--- config.mk ---
export PLATFORM = sky130hd
export DESIGN_NAME = kdi_entry
export DESIGN_NICKNAME = d
export VERILOG_FILES = /design/src/kdi_pkg.sv /design/src/kdi_entry.sv
export SDC_FILE = /design/constraint.sdc
export NUM_CORES = 1
export LEC_CHECK = 0
export BUFFER_PORTS_ARGS = -buffer_cell sky130_fd_sc_hd__buf_4
export CAP_MARGIN = 30
export CORE_AREA = 2 2 202 204
export CTS_CLUSTER_DIAMETER = 40
export DETAILED_ROUTE_END_ITERATION = 7
export DIE_AREA = 0 0 204 206
export PLACE_DENSITY = 0.84
export SKIP_CTS_REPAIR_TIMING = 1
export SYNTH_ARGS = -nofsm -noshare
export SYNTH_HDL_FRONTEND = slang
export SYNTH_SLANG_ARGS = --single-unit
--- constraint.sdc ---
create_clock -name pclk -period 10.35 [get_ports pclk]
set_input_delay 1.035 -clock pclk [delete_from_list [all_inputs] [get_ports pclk]]
set_output_delay 1.035 -clock pclk [all_outputs]
set_load 0.01 [all_outputs]
--- src/kdi_pkg.sv ---
// Constants shared by the keyboard, sensor and display entry block.
package kdi_pkg;
    localparam logic [11:0] ADDR_DATA    = 12'h000;
    localparam logic [11:0] ADDR_CMD     = 12'h004;
    localparam int          CLK_NS       = 10;
    localparam int          TICK_NS      = 10000;
    localparam logic [9:0]  TICK_CYC     = 10'(TICK_NS / CLK_NS);
    localparam logic [2:0]  OP_MODE      = 3'h0;
    localparam logic [2:0]  OP_RD_FIFO   = 3'h2;
    localparam logic [2:0]  OP_RD_DISP   = 3'h3;
    localparam logic [2:0]  OP_WR_DISP   = 3'h4;
    localparam logic [2:0]  OP_CLEAR     = 3'h6;
    localparam logic [2:0]  OP_END_INT   = 3'h7;
    localparam int          CMD_AI_BIT   = 4;
    localparam int          CMD_CD_BIT   = 4;
    localparam int          CMD_CF_BIT   = 1;
    localparam int          CMD_CA_BIT   = 0;
    localparam int          CMD_E_BIT    = 4;
    localparam logic [1:0]  DD_RESET     = 2'h1;
    localparam logic [2:0]  KKK_RESET    = 3'h0;
    localparam int          ST_DU_BIT    = 7;
    localparam int          ST_SE_BIT    = 6;
    localparam int          ST_OVR_BIT   = 5;
    localparam int          ST_UND_BIT   = 4;
    localparam int          ST_FULL_BIT  = 3;
    localparam logic [3:0]  FIFO_DEPTH   = 4'h8;
    localparam logic [1:0]  DEB_SCANS    = 2'h2;
endpackage

--- src/kdi_entry.sv ---
// Keyboard, sensor and strobed capture with display memory entry, APB slave.
//
// The implementer's own choices: the APB interface to the registers and the placing of the registers.
`timescale 1ns/100ps
`default_nettype none
module kdi_entry (
    // APB slave.
    input  wire logic        pclk,
    input  wire logic        presetn,
    input  wire logic        psel,
    input  wire logic        penable,
    input  wire logic        pwrite,
    input  wire logic [11:0] paddr,
    input  wire logic [31:0] pwdata,
    output logic      [31:0] prdata,
    output logic             pready,
    output logic             pslverr,
    // Matrix and strobe side.
    input  wire logic [7:0]  return_lines,
    input  wire logic        shift_input,
    input  wire logic        control_or_strobe_input,
    output logic      [3:0]  scan_line_outputs,
    output logic      [7:0]  display_out,
    output logic             irq
);
    ////////////////////////////////////////////////////////////////////////
    logic [31:0] prdata_reg;
    logic        pready_reg;
    logic        pslverr_reg;
    logic [3:0]  scan_reg;
    logic [7:0]  dout_reg;
    logic        irq_reg;
    logic [9:0]  tick_cnt_reg;
    logic        tick_reg;
    logic [5:0]  sub_reg;
    logic [3:0]  dig_reg;
    logic [1:0]  dd_reg;
    logic [2:0]  kkk_reg;
    logic        ai_reg;
    logic        src_disp_reg;
    logic [3:0]  daddr_reg;
    logic [3:0]  roff_reg;
    logic [2:0]  sptr_reg;
    logic        se_mode_reg;
    logic        err_reg;
    logic [1:0]  win_reg;
    logic        sirq_reg;
    logic        schg_reg;
    logic        busy_reg;
    logic [3:0]  clr_row_reg;
    logic        stb_d_reg;
    logic        ovr_reg;
    logic        und_reg;
    logic [7:0]  fifo_mem [0:7];
    logic [2:0]  wp_reg;
    logic [2:0]  rp_reg;
    logic [3:0]  cnt_reg;
    logic [7:0]  disp_ram [0:15];
    logic [7:0]  sens_ram [0:7];
    logic [2:0]  hist [0:63];

    assign prdata            = prdata_reg;
    assign pready            = pready_reg;
    assign pslverr           = pslverr_reg;
    assign scan_line_outputs = scan_reg;
    assign display_out       = dout_reg;
    assign irq               = irq_reg;

    ////////////////////////////////////////////////////////////////////////
    // Mode decode and bus strobes.
    logic       m_sens;
    logic       m_strb;
    logic       m_nkey;
    logic [3:0] amask;
    logic       setup;
    logic       wr_go;
    logic       rd_go;
    logic       a_data;
    logic       a_cmd;
    logic [7:0] wb;
    logic       cmd_go;
    logic       cf_go;
    logic       cd_go;
    logic       end_go;
    logic       rd_data;
    logic       wr_data;

    assign m_sens  = (kkk_reg[2:1] == 2'h2);
    assign m_strb  = (kkk_reg[2:1] == 2'h3);
    assign m_nkey  = (kkk_reg[2:1] == 2'h1);
    assign amask   = dd_reg[0] ? 4'hf : 4'h7;
    assign setup   = psel & ~penable;
    assign wr_go   = psel & penable & pready_reg & pwrite;
    assign rd_go   = psel & penable & pready_reg & ~pwrite;
    assign a_data  = (paddr == kdi_pkg::ADDR_DATA);
    assign a_cmd   = (paddr == kdi_pkg::ADDR_CMD);
    assign wb      = pwdata[7:0];
    assign cmd_go  = wr_go & a_cmd;
    assign cf_go   = cmd_go & (wb[7:5] == kdi_pkg::OP_CLEAR)
                   & (wb[kdi_pkg::CMD_CF_BIT] | wb[kdi_pkg::CMD_CA_BIT]);
    assign cd_go   = cmd_go & (wb[7:5] == kdi_pkg::OP_CLEAR)
                   & (wb[kdi_pkg::CMD_CD_BIT] | wb[kdi_pkg::CMD_CA_BIT]);
    assign end_go  = cmd_go & (wb[7:5] == kdi_pkg::OP_END_INT);
    assign rd_data = rd_go & a_data;
    assign wr_data = wr_go & a_data;

    ////////////////////////////////////////////////////////////////////////
    // Internal 10 us tick and scan timing; a digit lasts 64 ticks.
    logic key_smp;
    logic row_smp;
    logic scan_end;

    assign key_smp  = tick_reg & (sub_reg[2:0] == 3'h0);
    assign row_smp  = tick_reg & (sub_reg == 6'h00);
    assign scan_end = row_smp & (dig_reg[2:0] == 3'h7);

    always_ff @(posedge pclk or negedge presetn) begin
        if (!presetn) begin
            tick_cnt_reg <= 10'h000;
            tick_reg     <= 1'b0;
        end else if (tick_cnt_reg == kdi_pkg::TICK_CYC - 10'h001) begin
            tick_cnt_reg <= 10'h000;
            tick_reg     <= 1'b1;
        end else begin
            tick_cnt_reg <= tick_cnt_reg + 10'h001;
            tick_reg     <= 1'b0;
        end
    end

    // Eight digits wrap at 7 so each lit digit gets twice the duty.
    always_ff @(posedge pclk or negedge presetn) begin
        if (!presetn) begin
            sub_reg <= 6'h00;
            dig_reg <= 4'h0;
        end else if (tick_reg) begin
            sub_reg <= sub_reg + 6'h01;
            if (sub_reg == 6'h3f) begin
                dig_reg <= (dig_reg + 4'h1) & amask;
            end
        end
    end

    always_ff @(posedge pclk or negedge presetn) begin
        if (!presetn) begin
            scan_reg <= 4'h0;
        end else if (kkk_reg[0]) begin
            scan_reg <= 4'h1 << dig_reg[1:0];
        end else begin
            scan_reg <= dig_reg;
        end
    end

    ////////////////////////////////////////////////////////////////////////
    // Key debounce: three-scan history per key, one column per sample.
    logic [5:0] kidx;
    logic       kdown;
    logic       knew;
    logic       key_ok;
    logic       multi;
    logic [7:0] key_char;

    assign kidx     = {dig_reg[2:0], sub_reg[5:3]};
    assign kdown    = ~return_lines[sub_reg[5:3]];
    assign knew     = key_smp & ~m_sens & ~m_strb & kdown & ~hist[kidx][0];
    assign key_ok   = key_smp & ~m_sens & ~m_strb & kdown
                    & hist[kidx][1] & ~hist[kidx][2];
    assign multi    = knew & (win_reg != 2'h0) & se_mode_reg & m_nkey;
    assign key_char = {control_or_strobe_input, shift_input, kidx};

    generate
        for (genvar k = 0; k < 64; k++) begin : g_hist
            always_ff @(posedge pclk or negedge presetn) begin
                if (!presetn) begin
                    hist[k] <= 3'h0;
                end else if (key_smp && kidx == 6'(k)) begin
                    hist[k] <= {hist[k][1:0], kdown};
                end
            end
        end
    endgenerate

    // A new press opens a two-scan debounce window.
    always_ff @(posedge pclk or negedge presetn) begin
        if (!presetn) begin
            win_reg <= 2'h0;
        end else if (knew) begin
            win_reg <= kdi_pkg::DEB_SCANS;
        end else if (scan_end && win_reg != 2'h0) begin
            win_reg <= win_reg - 2'h1;
        end
    end

    // Detection wins over a clear arriving in the same cycle.
    always_ff @(posedge pclk or negedge presetn) begin
        if (!presetn) begin
            err_reg     <= 1'b0;
            se_mode_reg <= 1'b0;
        end else begin
            if (multi) begin
                err_reg <= 1'b1;
            end else if (cf_go) begin
                err_reg <= 1'b0;
            end
            if (end_go && wb[kdi_pkg::CMD_E_BIT]) begin
                se_mode_reg <= 1'b1;
            end else if (cmd_go && wb[7:5] == kdi_pkg::OP_MODE) begin
                se_mode_reg <= 1'b0;
            end
        end
    end

    ////////////////////////////////////////////////////////////////////////
    // Strobe edge, FIFO and its error flags.
    logic       stb_rise;
    logic       push_req;
    logic [7:0] push_dat;
    logic       full;
    logic       push;
    logic       pop;
    logic       rd_fifo;

    assign stb_rise = m_strb & control_or_strobe_input & ~stb_d_reg;
    assign push_req = stb_rise | key_ok;
    assign push_dat = stb_rise ? return_lines : key_char;
    assign full     = (cnt_reg == kdi_pkg::FIFO_DEPTH);
    assign push     = push_req & ~full & ~err_reg & ~cf_go;
    assign rd_fifo  = rd_data & ~src_disp_reg & ~m_sens;
    assign pop      = rd_fifo & (cnt_reg != 4'h0) & ~cf_go;

    always_ff @(posedge pclk or negedge presetn) begin
        if (!presetn) begin
            stb_d_reg <= 1'b0;
        end else begin
            stb_d_reg <= control_or_strobe_input;
        end
    end

    always_ff @(posedge pclk) begin
        if (push) begin
            fifo_mem[wp_reg] <= push_dat;
        end
    end

    always_ff @(posedge pclk or negedge presetn) begin
        if (!presetn) begin
            wp_reg  <= 3'h0;
            rp_reg  <= 3'h0;
            cnt_reg <= 4'h0;
        end else if (cf_go) begin
            wp_reg  <= 3'h0;
            rp_reg  <= 3'h0;
            cnt_reg <= 4'h0;
        end else begin
            wp_reg  <= wp_reg + {2'h0, push};
            rp_reg  <= rp_reg + {2'h0, pop};
            cnt_reg <= cnt_reg + {3'h0, push} - {3'h0, pop};
        end
    end

    always_ff @(posedge pclk or negedge presetn) begin
        if (!presetn) begin
            ovr_reg <= 1'b0;
            und_reg <= 1'b0;
        end else begin
            if (push_req && full && !m_sens) begin
                ovr_reg <= 1'b1;
            end else if (cf_go) begin
                ovr_reg <= 1'b0;
            end
            if (rd_fifo && cnt_reg == 4'h0) begin
                und_reg <= 1'b1;
            end else if (cf_go) begin
                und_reg <= 1'b0;
            end
        end
    end

    ////////////////////////////////////////////////////////////////////////
    // Sensor image; writes stop while a change awaits service.
    logic       s_rd;
    logic       s_chg;
    logic [2:0] srow;

    assign srow  = dig_reg[2:0];
    assign s_rd  = rd_data & ~src_disp_reg & m_sens;
    assign s_chg = row_smp & m_sens & ~sirq_reg
                 & (sens_ram[srow] != return_lines);

    always_ff @(posedge pclk) begin
        if (s_chg) begin
            sens_ram[srow] <= return_lines;
        end
    end

    always_ff @(posedge pclk or negedge presetn) begin
        if (!presetn) begin
            schg_reg <= 1'b0;
            sirq_reg <= 1'b0;
        end else begin
            if (scan_end) begin
                schg_reg <= 1'b0;
            end else if (s_chg) begin
                schg_reg <= 1'b1;
            end
            if (scan_end && (schg_reg || s_chg)) begin
                sirq_reg <= 1'b1;
            end else if (cf_go || (s_rd && !ai_reg) || (end_go && ai_reg)) begin
                sirq_reg <= 1'b0;
            end
        end
    end

    always_ff @(posedge pclk or negedge presetn) begin
        if (!presetn) begin
            irq_reg <= 1'b0;
        end else if (m_sens) begin
            irq_reg <= sirq_reg;
        end else begin
            irq_reg <= (cnt_reg != 4'h0) | err_reg;
        end
    end

    ////////////////////////////////////////////////////////////////////////
    // Command and address pointers.
    logic dwr;
    logic drd;

    assign dwr = wr_data & ~busy_reg;
    assign drd = rd_data & src_disp_reg;

    always_ff @(posedge pclk or negedge presetn) begin
        if (!presetn) begin
            dd_reg       <= kdi_pkg::DD_RESET;
            kkk_reg      <= kdi_pkg::KKK_RESET;
            ai_reg       <= 1'b0;
            src_disp_reg <= 1'b0;
            daddr_reg    <= 4'h0;
            sptr_reg     <= 3'h0;
        end else if (cmd_go) begin
            case (wb[7:5])
                kdi_pkg::OP_MODE: begin
                    dd_reg  <= wb[4:3];
                    kkk_reg <= wb[2:0];
                end
                kdi_pkg::OP_RD_FIFO: begin
                    src_disp_reg <= 1'b0;
                    ai_reg       <= wb[kdi_pkg::CMD_AI_BIT];
                    sptr_reg     <= wb[2:0];
                end
                kdi_pkg::OP_RD_DISP: begin
                    src_disp_reg <= 1'b1;
                    ai_reg       <= wb[kdi_pkg::CMD_AI_BIT];
                    daddr_reg    <= wb[3:0];
                end
                kdi_pkg::OP_WR_DISP: begin
                    ai_reg    <= wb[kdi_pkg::CMD_AI_BIT];
                    daddr_reg <= wb[3:0];
                end
                kdi_pkg::OP_CLEAR: begin
                    if (cf_go) begin
                        sptr_reg <= 3'h0;
                    end
                end
                default: begin
                end
            endcase
        end else if ((dwr || drd) && ai_reg) begin
            daddr_reg <= (daddr_reg + 4'h1) & amask;
        end else if (s_rd && ai_reg) begin
            sptr_reg <= sptr_reg + 3'h1;
        end
    end

    ////////////////////////////////////////////////////////////////////////
    // Display memory, clearing engine and right-entry shift offset.
    always_ff @(posedge pclk or negedge presetn) begin
        if (!presetn) begin
            busy_reg    <= 1'b0;
            clr_row_reg <= 4'h0;
        end else if (cd_go) begin
            busy_reg    <= 1'b1;
            clr_row_reg <= 4'h0;
        end else if (busy_reg && tick_reg) begin
            clr_row_reg <= clr_row_reg + 4'h1;
            if (clr_row_reg == 4'hf) begin
                busy_reg <= 1'b0;
            end
        end
    end

    always_ff @(posedge pclk) begin
        if (busy_reg && tick_reg) begin
            disp_ram[clr_row_reg] <= 8'h00;
        end else if (dwr) begin
            disp_ram[daddr_reg] <= wb;
        end
    end

    // Each right-entry write moves every shown character one place left.
    always_ff @(posedge pclk or negedge presetn) begin
        if (!presetn) begin
            roff_reg <= 4'h0;
        end else if (cd_go) begin
            roff_reg <= 4'h0;
        end else if (dwr && dd_reg[1]) begin
            roff_reg <= (roff_reg + 4'h1) & amask;
        end
    end

    always_ff @(posedge pclk or negedge presetn) begin
        if (!presetn) begin
            dout_reg <= 8'h00;
        end else if (busy_reg) begin
            dout_reg <= 8'h00;
        end else if (dd_reg[1]) begin
            dout_reg <= disp_ram[(dig_reg + roff_reg) & amask];
        end else begin
            dout_reg <= disp_ram[dig_reg];
        end
    end

    ////////////////////////////////////////////////////////////////////////
    // APB answer: one wait-free access phase, read data latched in setup.
    logic [7:0] status;
    logic [7:0] rdat;
    logic       se_bit;

    assign se_bit = m_sens ? sirq_reg : err_reg;
    assign status = {busy_reg, se_bit, ovr_reg, und_reg,
                     full, cnt_reg[2:0]};
    assign rdat   = src_disp_reg ? disp_ram[daddr_reg]
                  : m_sens ? sens_ram[sptr_reg] : fifo_mem[rp_reg];

    always_ff @(posedge pclk or negedge presetn) begin
        if (!presetn) begin
            pready_reg  <= 1'b0;
            pslverr_reg <= 1'b0;
            prdata_reg  <= 32'h00000000;
        end else begin
            pready_reg  <= setup;
            pslverr_reg <= setup & ~a_data & ~a_cmd;
            if (setup && !pwrite && a_data) begin
                prdata_reg <= {24'h000000, rdat};
            end else if (setup && !pwrite && a_cmd) begin
                prdata_reg <= {24'h000000, status};
            end else if (setup) begin
                prdata_reg <= 32'h00000000;
            end
        end
    end
endmodule
`default_nettype wire

==> metrics <==
critical path fanouts, max=56; Area Growth Syn to Fin=13.2%; status=finished clean; via count=17700; drt total wl=69600 um; startpoint types=register; crit-path max cell delay=970 ps; post-synthesis xor/xnor area fraction=1.10%; fin worst setup slack=5260 ps; Die Footprint=42000 um^2; final std cells w/o fill=2479; r2r startpoint=dig_reg[0]$_DFFE_PN0P_; class of the worst hold path=in -> async; CTS tree=yes; asr flop ratio synth=52.1%; H-tree levels=3; Placed Instances=2345; synthesized area per cell=14.4 um^2; worst reg-to-reg path cell count=12; area of the core=40200 um^2; final period utilization=49.2%; 1st-iter DRT viols=2332; RSZ-0062 raised after global routing=false; GRT overflow=0; routability cong.=0.878; Yosys warnings=0; commonest register cell after synthesis=dfrtp_1; Peak VDD IR=0.000156 V; Max Cap Viol=0; Final Max Tran Viols=0; critical path's slowest cell=clkinv_1; Initial Util=65.5%; commonest non-fill, non-tap cell in the layout=dfrtp_1; mux share of post-synthesis cell area=26.2%; TNS Setup=0 ps; Pwr Total=4.84 mW; Sink Count=534; All-Layer GR Usage=33.8%; Worst-path clk slew=60 ps; Post-Synth Simple-Gate Area=7.04%; static leakage=11.0 nW; reg-to-reg endpoint=cnt_reg[2]$_DFF_PN0_; clock tree buffer depth=3; Num CTS Buffers=72; main combinational cell family by area after synthesis=multiplexers; Top reg by flops=hist; initial antenna violation count=0; Top Family by Delay on Critical Path=buffers and inverters; CP Cell Sequence=clkinv_1 > mux2i_1 > o311ai_1 > nor4_1 > o211ai_1 > a21bo_1 > ha_1 > inv_1 > ha_1 > fa_1 > xnor2_1 > nor2_1; # IOs=106; root buffer cell=clkbuf_16; Regs by FF count=hist (192), disp_ram (128); critical path capture point type=register; Max transition margin=20.5%; Final Hold Slack=384 ps; post-synthesis compound-gate area fraction=5.72%; adder-cell share of the synthesized area=1.39%; Worst Tran Pin Value=1190 ps; DP HPWL=42900 um; pwr/cell area=163 nW/um^2; DP Worst Slack=5300 ps; nets=1974; Die H=206 um; CP most frequent cell=ha_1; WP buf/inv=2; worst reg2reg setup slack=5260 ps; ant diodes=0; final core occ=74.1%; Antenna Violating Nets Remaining=0; Clock Latency Late Sink=600 ps; Mapped Cells=1821; max reg flops=192; first-pass GRT wire length=106000 um; share of cells above drive strength 1=33.9%; DIE WIDTH=204 um; final setup vio count=0; Routed WL per cell=28.1 um; critical path data required time=10840 ps; fmax=0.197 GHz; Area after DPL=27300 um^2; fill count=2271; Final min period=5090 ps; IO buf count=57; largest net degree at the start of global routing=209; Synth Register Bits=534; Post-synth EDFFs=256; post-synthesis sequential area ratio=55.7%; vias in the first global route=18100; final non-filler cell area=29800 um^2; clock skew=29.4 ps; Cell Area, Synth=26300 um^2; final hold vios=0; Pre-antenna DRT Iters=7; Synth cell types=72; Worst Path Arrival=5570 ps; commonest non-fill, non-tap cells in the layout=dfrtp_1, edfxtp_1, mux2_2; drt via density=7.16; Remaining DRCs=0; FP Rows=74; critical path class=reg -> reg
-- synthesized netlist by cell type, types with 15 or more instances --
cell type    n  area share (%)
a211oi_1    28            0.80
a21oi_1     45            0.86
a22oi_1     17            0.49
buf_1       15            0.21
buf_2       22            0.42
buf_4       31            0.88
clkbuf_1    65            0.93
dfrtp_1    277              26
edfxtp_1   256              29
ha_1        26             1.2
inv_1       23            0.33
mux2_2     253              11
mux2i_1     33             1.3
mux4_2     165              14
nand2_1    102             1.5
nand3_1     29            0.55
nor2_1     117             1.7
nor2b_1     32            0.76
nor3_1      32            0.61
o21ai_0     46            0.88
o22ai_1     30            0.71
xnor2_1     23            0.77
-- worst reg2reg max path, delay by kind of cell (launching register included) --
family / cells / cell delay [ps]
flip-flops: 1 / 960
AND/OR/NAND/NOR: 2 / 370
buffers and inverters: 2 / 1020
adder cells (fa/ha/maj): 3 / 970
multiplexers: 1 / 620
AO/OA/AOI/OAI: 3 / 850
XOR/XNOR: 1 / 180
-- power by group --
part           switching (mW)  internal [mW]  leakage, nW
sequential            0.00702           2.23         5.64
clock                   0.987           1.54         1.20
combinational          0.0541         0.0283         4.21
total                    1.05           3.79         11.0
-- layer usage --
layer	GRT usage [%]	part of all wire, %	vias to the layer above
met2	54.0	48	1385
met5	0	0	-
li1	-	-	7133
met4	19.1	6.2	0
met1	42.7	35	8866
met3	8.33	11	359
-- layout make-up --
class | instances | area [um^2] | area share [%]
sequential | 534 | 14700 | 49.2
tap | 532 | 666 | 2.24
multi-input combinational | 1151 | 11000 | 37.1
clock buffer | 91 | 1990 | 6.68
inverter | 25 | 93.8 | 0.315
timing repair buffer | 103 | 850 | 2.85
clock inverter | 43 | 478 | 1.61
-- how the worst max path moves through the flow --
stage,to,startpoint,depth (start not counted)
2_1_floorplan,fifo_mem[4][0]$_DFFE_PP_,return_lines[7],8
3_3_place_gp,fifo_mem[2][1]$_DFFE_PP_,return_lines[5],9
3_5_place_dp,cnt_reg[2]$_DFF_PN0_,return_lines[4],14
4_1_cts,cnt_reg[2]$_DFF_PN0_,dig_reg[0]$_DFFE_PN0P_,12
5_1_grt,cnt_reg[2]$_DFF_PN0_,dig_reg[0]$_DFFE_PN0P_,12
6_report,cnt_reg[2]$_DFF_PN0_,dig_reg[0]$_DFFE_PN0P_,12
-- logic make-up after synthesis --
kind of cell,count (synthesis)
DFF,534
muxes,451
and+or+nand+nor,387
AOI/OAI and AO/OA,228
buffers and inverters,159
xor gates and xnor gates,33
adders and majority gates,28
other,1
Power figures use the tool's default switching activity.
